## src/iir_pkg.sv

```systemverilog
`default_nettype none
package iir_pkg;
  localparam int NUM_SRC = 32;
  localparam int NUM_CORE = 4;
  localparam int NUM_PIN = 4;
  // word indexes; byte address is four times the index
  localparam logic [29:0] IDX_RAW_STATUS = 30'h3FF01420;
  localparam logic [29:0] IDX_ENABLE_STATE = 30'h3FF01424;
  localparam logic [29:0] IDX_ENABLE_SETTER = 30'h3FF01428;
  localparam logic [29:0] IDX_ENABLE_CLEARER = 30'h3FF0142C;
  localparam logic [29:0] IDX_TRIGGER_SELECT = 30'h3FF01438;
  localparam logic [29:0] IDX_CORE_STATUS [NUM_CORE] = '{30'h3FF01440, 30'h3FF01448, 30'h3FF01450, 30'h3FF01458};
  localparam logic [29:0] IDX_EVT_STATUS = 30'h3FF01460;
  localparam logic [29:0] IDX_EVT_MASK = 30'h3FF01464;
  localparam logic [29:0] IDX_ROUTE [NUM_SRC] = '{
    30'h3FF01400, 30'h3FF01402, 30'h3FF01403, 30'h3FF01404, 30'h3FF01405, 30'h3FF01406, 30'h3FF01407, 30'h3FF01408,
    30'h3FF01409, 30'h3FF0140A, 30'h3FF0140B, 30'h3FF0140C, 30'h3FF0140D, 30'h3FF0140E, 30'h3FF0140F, 30'h3FF0140F,
    30'h3FF01410, 30'h3FF01411, 30'h3FF01412, 30'h3FF01413, 30'h3FF01414, 30'h3FF01415, 30'h3FF01416, 30'h3FF01417,
    30'h3FF01418, 30'h3FF01419, 30'h3FF0141A, 30'h3FF0141B, 30'h3FF0141C, 30'h3FF0141D, 30'h3FF0141E, 30'h3FF0141F};
  // slot 14 is reserved and shares its index with slot 15
  localparam logic [31:0] ROUTE_LIVE = 32'hFFFFBFFF;
  localparam int ROUTE_CORE_LSB = 0;
  localparam int ROUTE_PIN_LSB = 4;
  // trigger bits that software may change, and trigger reset value
  localparam logic [31:0] TRIG_WMASK = 32'hFFFFF80F;
  localparam logic [31:0] TRIG_RESET = 32'h00000600;
  localparam logic [31:0] ENABLE_RESET = 32'h00000000;
  localparam logic [7:0] ROUTE_RESET = 8'h00;
  localparam logic [31:0] EVT_MASK_RESET = 32'h00000000;

  typedef logic [NUM_PIN-1:0] iir_pins_t;
  typedef iir_pins_t [NUM_CORE-1:0] iir_core_pins_t;

  typedef struct packed {
    logic [31:0] srcMeta;
    logic [31:0] srcSync;
    logic [31:0] srcPrev;
    logic [31:0] enable;
    logic [31:0] trig;
    logic [31:0] latched;
    logic [NUM_SRC-1:0][7:0] route;
    logic [31:0] evt;
    logic [31:0] evtMask;
    logic wrPend;
    logic [29:0] addrIdx;
    logic [31:0] rdata;
    iir_core_pins_t pins;
  } iir_state_t;
endpackage
`default_nettype wire

```

## src/io_interrupt_router.sv

```systemverilog
`timescale 1ns/1ns
`default_nettype none
module io_interrupt_router (
  // clock and reset
  input wire logic clk_sys,
  input wire logic reset,
  // ahb-lite slave
  input wire logic hsel,
  input wire logic [31:0] haddr,
  input wire logic [1:0] htrans,
  input wire logic hwrite,
  input wire logic [2:0] hsize,
  input wire logic [31:0] hwdata,
  input wire logic hready,
  output logic hreadyout,
  output logic hresp,
  output logic [31:0] hrdata,
  // interrupt sources, asynchronous
  input wire logic [31:0] srcIrq,
  // core pins, index 0 is status bit two
  output iir_pkg::iir_core_pins_t coreIrqPin,
  // summary interrupt
  output logic irqOut
);
  iir_pkg::iir_state_t stateReg;
  iir_pkg::iir_state_t stateNext;
  logic [31:0] pending;
  logic [31:0] active;
  logic [31:0] coreRouted [iir_pkg::NUM_CORE];
  logic [31:0] pinSel [iir_pkg::NUM_PIN];
  logic [31:0] rise;
  logic [31:0] setBits;
  logic [31:0] clrBits;
  logic [31:0] evtClr;
  logic addrTaken;

  assign hreadyout = 1'b1;
  assign hresp = 1'b0;
  assign hrdata = stateReg.rdata;
  assign coreIrqPin = stateReg.pins;
  assign irqOut = |(stateReg.evt & stateReg.evtMask);
  assign addrTaken = hsel & htrans[1] & hready;
  assign rise = stateReg.srcSync & ~stateReg.srcPrev;

  // latched record for pulse sources, synced line for level ones
  assign pending = (stateReg.trig & stateReg.latched) | (~stateReg.trig & stateReg.srcSync);
  assign active = pending & stateReg.enable;

  genvar gc;
  genvar gi;
  generate
    for (gc = 0; gc < iir_pkg::NUM_CORE; gc++) begin : g_core
      for (gi = 0; gi < iir_pkg::NUM_SRC; gi++) begin : g_src
        assign coreRouted[gc][gi] = active[gi] & stateReg.route[gi][iir_pkg::ROUTE_CORE_LSB + gc];
        assign pinSel[gc][gi] = stateReg.route[gi][iir_pkg::ROUTE_PIN_LSB + gc];
      end
    end
  endgenerate

  // returns {hit, slot}; reserved slot never hits
  function automatic logic [5:0] routeSlot(input logic [29:0] idx);
    logic [5:0] res;
    res = 6'h00;
    for (int i = 0; i < iir_pkg::NUM_SRC; i++) begin
      if (iir_pkg::ROUTE_LIVE[i] && idx == iir_pkg::IDX_ROUTE[i]) begin
        res = {1'b1, 5'(i)};
      end
    end
    return res;
  endfunction

  function automatic logic [31:0] readWord(input logic [29:0] idx);
    logic [31:0] res;
    logic [5:0] slot;
    res = 32'h00000000;
    slot = routeSlot(idx);
    if (slot[5]) begin
      res = {24'h000000, stateReg.route[slot[4:0]]};
    end else if (idx == iir_pkg::IDX_RAW_STATUS) begin
      res = pending;
    end else if (idx == iir_pkg::IDX_ENABLE_STATE) begin
      res = stateReg.enable;
    end else if (idx == iir_pkg::IDX_TRIGGER_SELECT) begin
      res = stateReg.trig;
    end else if (idx == iir_pkg::IDX_EVT_STATUS) begin
      res = stateReg.evt;
    end else if (idx == iir_pkg::IDX_EVT_MASK) begin
      res = stateReg.evtMask;
    end else begin
      for (int c = 0; c < iir_pkg::NUM_CORE; c++) begin
        if (idx == iir_pkg::IDX_CORE_STATUS[c]) begin
          res = coreRouted[c];
        end
      end
    end
    return res;
  endfunction

  always_comb begin
    logic [5:0] slot;
    slot = routeSlot(stateReg.addrIdx);
    stateNext = stateReg;
    // two flops before any logic looks at a source
    stateNext.srcMeta = srcIrq;
    stateNext.srcSync = stateReg.srcMeta;
    stateNext.srcPrev = stateReg.srcSync;
    setBits = 32'h00000000;
    clrBits = 32'h00000000;
    evtClr = 32'h00000000;
    if (stateReg.wrPend) begin
      if (slot[5]) begin
        stateNext.route[slot[4:0]] = hwdata[7:0];
      end
      if (stateReg.addrIdx == iir_pkg::IDX_ENABLE_SETTER) begin
        setBits = hwdata;
      end
      if (stateReg.addrIdx == iir_pkg::IDX_ENABLE_CLEARER) begin
        clrBits = hwdata;
      end
      if (stateReg.addrIdx == iir_pkg::IDX_TRIGGER_SELECT) begin
        stateNext.trig = (hwdata & iir_pkg::TRIG_WMASK) | (stateReg.trig & ~iir_pkg::TRIG_WMASK);
      end
      if (stateReg.addrIdx == iir_pkg::IDX_EVT_STATUS) begin
        evtClr = hwdata;
      end
      if (stateReg.addrIdx == iir_pkg::IDX_EVT_MASK) begin
        stateNext.evtMask = hwdata;
      end
    end
    stateNext.enable = (stateReg.enable | setBits) & ~clrBits;
    // a fresh edge beats a clear in the same cycle
    stateNext.latched = (stateReg.latched & ~clrBits) | (rise & stateReg.trig);
    stateNext.evt = (stateReg.evt & ~evtClr) | rise;
    for (int c = 0; c < iir_pkg::NUM_CORE; c++) begin
      for (int p = 0; p < iir_pkg::NUM_PIN; p++) begin
        stateNext.pins[c][p] = |(coreRouted[c] & pinSel[p]);
      end
    end
    // zero wait states: read data captured in the address phase
    stateNext.wrPend = addrTaken & hwrite;
    if (addrTaken) begin
      stateNext.addrIdx = haddr[31:2];
      if (!hwrite) begin
        stateNext.rdata = readWord(haddr[31:2]);
      end
    end
  end

  always_ff @(posedge clk_sys or posedge reset) begin
    if (reset) begin
      stateReg <= '0;
      stateReg.enable <= iir_pkg::ENABLE_RESET;
      stateReg.trig <= iir_pkg::TRIG_RESET;
      stateReg.route <= {iir_pkg::NUM_SRC{iir_pkg::ROUTE_RESET}};
      stateReg.evtMask <= iir_pkg::EVT_MASK_RESET;
    end else begin
      stateReg <= stateNext;
    end
  end
endmodule // io_interrupt_router
`default_nettype wire

```

## config.mk

```make
export PLATFORM = sky130hd
export DESIGN_NAME = io_interrupt_router
export DESIGN_NICKNAME = d
export VERILOG_FILES = /design/src/iir_pkg.sv /design/src/io_interrupt_router.sv
export SDC_FILE = /design/constraint.sdc
export NUM_CORES = 2
export LEC_CHECK = 0
export ABC_AREA = 1
export BUFFER_PORTS_ARGS = -buffer_cell sky130_fd_sc_hd__buf_2
export CELL_PAD_IN_SITES_DETAIL_PLACEMENT = 0
export CELL_PAD_IN_SITES_GLOBAL_PLACEMENT = 1
export CORE_UTILIZATION = 50
export DETAILED_ROUTE_END_ITERATION = 7
export GPL_TIMING_DRIVEN = 0
export HOLD_SLACK_MARGIN = 0.05
export PLACE_DENSITY_LB_ADDON = 0.25
export SYNTH_ARGS = -nofsm -noshare
export SYNTH_HDL_FRONTEND = slang
export SYNTH_SLANG_ARGS = --single-unit
export TNS_END_PERCENT = 20
```

## constraint.sdc

```tcl
create_clock -name clk_sys -period 59.3 [get_ports clk_sys]
set_clock_uncertainty 0.1 [all_clocks]
set_input_delay 14.825 -clock clk_sys [delete_from_list [all_inputs] [get_ports clk_sys]]
set_output_delay 14.825 -clock clk_sys [all_outputs]
set_load 0.01 [all_outputs]
```

==> run metrics <==
sequential-to-total area share from yosys stat=a little under half; die span in x=about 250 µm; Synth area leader=dfrtp_1; WL/cell=28.1 µm; Post-Synthesis Cells=~4,200; CTS tree=built; Adder-Cell Fraction of Synth Area=0%; synthesized-area fraction occupied by xor and xnor cells=0%; post-synthesis async set-or-reset flop share=between 90% and 100%; PwrDens=24.5 mW/mm²; maximum fanout along the worst path=10; Total Power=between 800 and 900 µW; share of cells above drive strength 1=under 10%; main combinational cell family by area after synthesis=simple AND/OR/NAND/NOR gates; slowest CP cell=nand4_1; CP arrival=between 15 and 20 ns; total CTS buffers=just over 60; highest cell delay on the worst timing path=1.00 ns; Netlist cell types=53; Simple-Gate Fraction of Synth Area=between 20% and 30%; fmax=0.0515 GHz; Vias=33,877; Required @ worst endpoint=59.76 ns; die area=0.0648 mm²; DP Worst Slack=39.60 ns; CP Capture Type=register; hold_buf cts=0; PostCTS Resize Cnt=0; Peak VDD IR=between 0.00002 and 0.000025 V; Yosys top cell area share=between 40% and 50%; Post-CTS Setup Inserts=0; combined area of the multi-input logic cells=0.0139 mm²; initial DRC count=about 5,400; # setup viols final=0; DRC violations left=2; DP Wirelength=~110,000 µm; worst path cell trace=buf_2, nand2_1, nor2_1, nand3_1, nor2_1, nand2_1, inv_1, buf_2, nand3_1, nand4_1, buf_2, buf_2, nand2_1, o211ai_1, nand3_1, nand3_1, nand3_1, nand3_1, a21oi_1; Compound-Gate Fraction of Synth Area=a little under 20%; Synth Net Count=around 4,300; clk_lat worst skew=0.68 ns; register bit total from synthesis=roughly 580; Post-Route WL=around 150,000 µm; Startpoint Class=primary input; status=finished with violations; register area=0.0145 mm²; max-cap violation count=1; critical setup path kind=primary input to register; mux share of post-synthesis cell area=less than 1%; Die H=254 µm; core area=between 0.06 and 0.07 mm²; GRT overflow=0; Overall Global Routing Usage=approximately 45%; first-pass GRT wire length=approximately 210,000 µm; Slew Viols, Final=0; register clock-pin slew on the reported worst setup and hold paths=roughly 0.07 ns; dpl cells=about 5,200; clock root buffer=clkbuf_16; RSZ-0062 raised after global routing=no; synthesis warning total=0; fin crit share=around a third; worst hold-check path type=register to register; GPL Wtd Cong=around 1.1; vias in the first global route=approximately 31,000; synth cell count leaders=nand2_1, dfrtp_1, inv_1, o21ai_0, nand3_1; final worst setup slack=between 30 and 40 ns; Initial Utilization=50.5%; slew at the pin with the worst max-slew slack=roughly 1.5 ns; Tmin final=between 15 and 20 ns; antenna-violating nets left=0; count leader, synth=nand2_1; Rows=92; fill cell count=approximately 6,100; # H-tree levels=2; CTS max path bufs=3; Worst slew margin=less than 1%; Via density=approximately 6.4; crit-path leading delay family=simple AND/OR/NAND/NOR gates; clock net sink count=around 580; initial antenna violation count=8; Post-synth EDFFs=0; Area growth syn-to-layout=12.9%; crit path buf inv count=5; Finished Layout Cells=approximately 5,300; setup_tns=0 ns; Synth Flop Type=dfrtp_1; mapped cell area=0.0319 mm²; Leak=roughly 19 nW; Buffers on Ports=148; # nets final=roughly 4,500; largest cells by area after synthesis=dfrtp_1, nand2_1, inv_1; most used cell, CP=nand3_1; Pre-Repair DR Iteration Count=8; largest net degree at the start of global routing=134; I/O pin cnt=between 150 and 200; Fin. Hold Viols=0; failing checks=DRC, capacitance limit; Syn Area/Cell=7.65 µm²
==> metal layers <==
| layer | global-route usage (%) | share of wire (%) | vias to the layer above |
|---|---|---|---|
| met4 | 29.5 | 7.6 | 4 |
| met5 | 0 | 0.018 | - |
| met3 | 13.0 | 13 | 530 |
| met1 | 61.4 | 40 | 16284 |
| met2 | 63.5 | 40 | 2387 |
| li1 | - | - | 14672 |
==> power by group <==
part           internal (mW)  switching (mW)  total (mW)
Combinational         0.0150          0.0451      0.0601
Sequential             0.404         0.00633       0.410
Clock                  0.235           0.176       0.412
==> flip-flops by register name, summed over array words and instances, names as in the netlist <==
register,cells
pinSel,128
hrdata,32
stateReg,339
stateNext,64
coreIrqPin,16
==> logic make-up (layout without fill, tap and decap cells) <==
kind of cell,Yosys count,after routing
AO/OA/AOI/OAI,1007,1007
other,2,5
flip-flops,579,579
buffers and inverters,847,1116
multiplexers,7,7
AND/OR/NAND/NOR,1725,1725
==> area by class of cell <==
class / instances / share of cell area [%]
Antenna cell: 3 / 0.0209
Tap cell: 846 / 2.94
Timing Repair Buffer: 155 / 2.46
Multi-Input combinational cell: 2741 / 38.7
Inverter: 585 / 6.12
Clock inverter: 29 / 1.07
Sequential cell: 579 / 40.2
Buffer: 262 / 3.50
Clock buffer: 85 / 4.91
==> worst paths after layout <==
kind / from / endpoint / slack [ns] / depth (start not counted)
worst max register to register: stateReg[76]$_DFFE_PP0P_ / pinSel[115]$_DFFE_PP0P_ / 54.80 / 17
min in group asynchronous: reset / stateNext[504]$_DFF_PP0_ / 14.09 / 2
max in group asynchronous: reset / stateReg[296]$_DFFE_PP0P_ / 42.76 / 5
worst min-delay path: stateNext[555]$_DFF_PP0_ / stateNext[523]$_DFF_PP0_ / 0.25 / 0
worst min register to register: stateNext[555]$_DFF_PP0_ / stateNext[523]$_DFF_PP0_ / 0.25 / 0
worst max-delay path: haddr[29] / hrdata[5]$_DFFE_PP0P_ / 39.89 / 19
==> worst register-to-register path: cells and delay by family, from the launching register on <==
family / cells / cell delay (ns)
AND/OR/NAND/NOR: 14 / 3.26
buffers and inverters: 2 / 0.36
flip-flops: 1 / 0.35
AO/OA/AOI/OAI: 1 / 0.30
==> layout by cell type (no fill, tap or decap), types with 67 or more instances in the layout <==
cell type	n
a21oi_1	105
buf_2	176
clkbuf_1	174
dfrtp_1	579
inv_1	565
nand2_1	833
nand3_1	334
nand4_1	159
nor2_1	247
nor3_1	67
o21ai_0	372
o22ai_1	205
==> through the flow <==
step / utilization [%] / instance area, µm² / hold WS, ns
after floorplan: - / 31900 / 0.231
after global placement: 53.4 / 33700 / 0.231
after detailed placement: 53.6 / 33800 / 0.235
after CTS: 57.1 / 36000 / 0.249
after global routing: 57.1 / 36000 / 0.255
final: 57.1 / 36000 / 0.248
No activity file was read; power rests on OpenSTA's default activity.
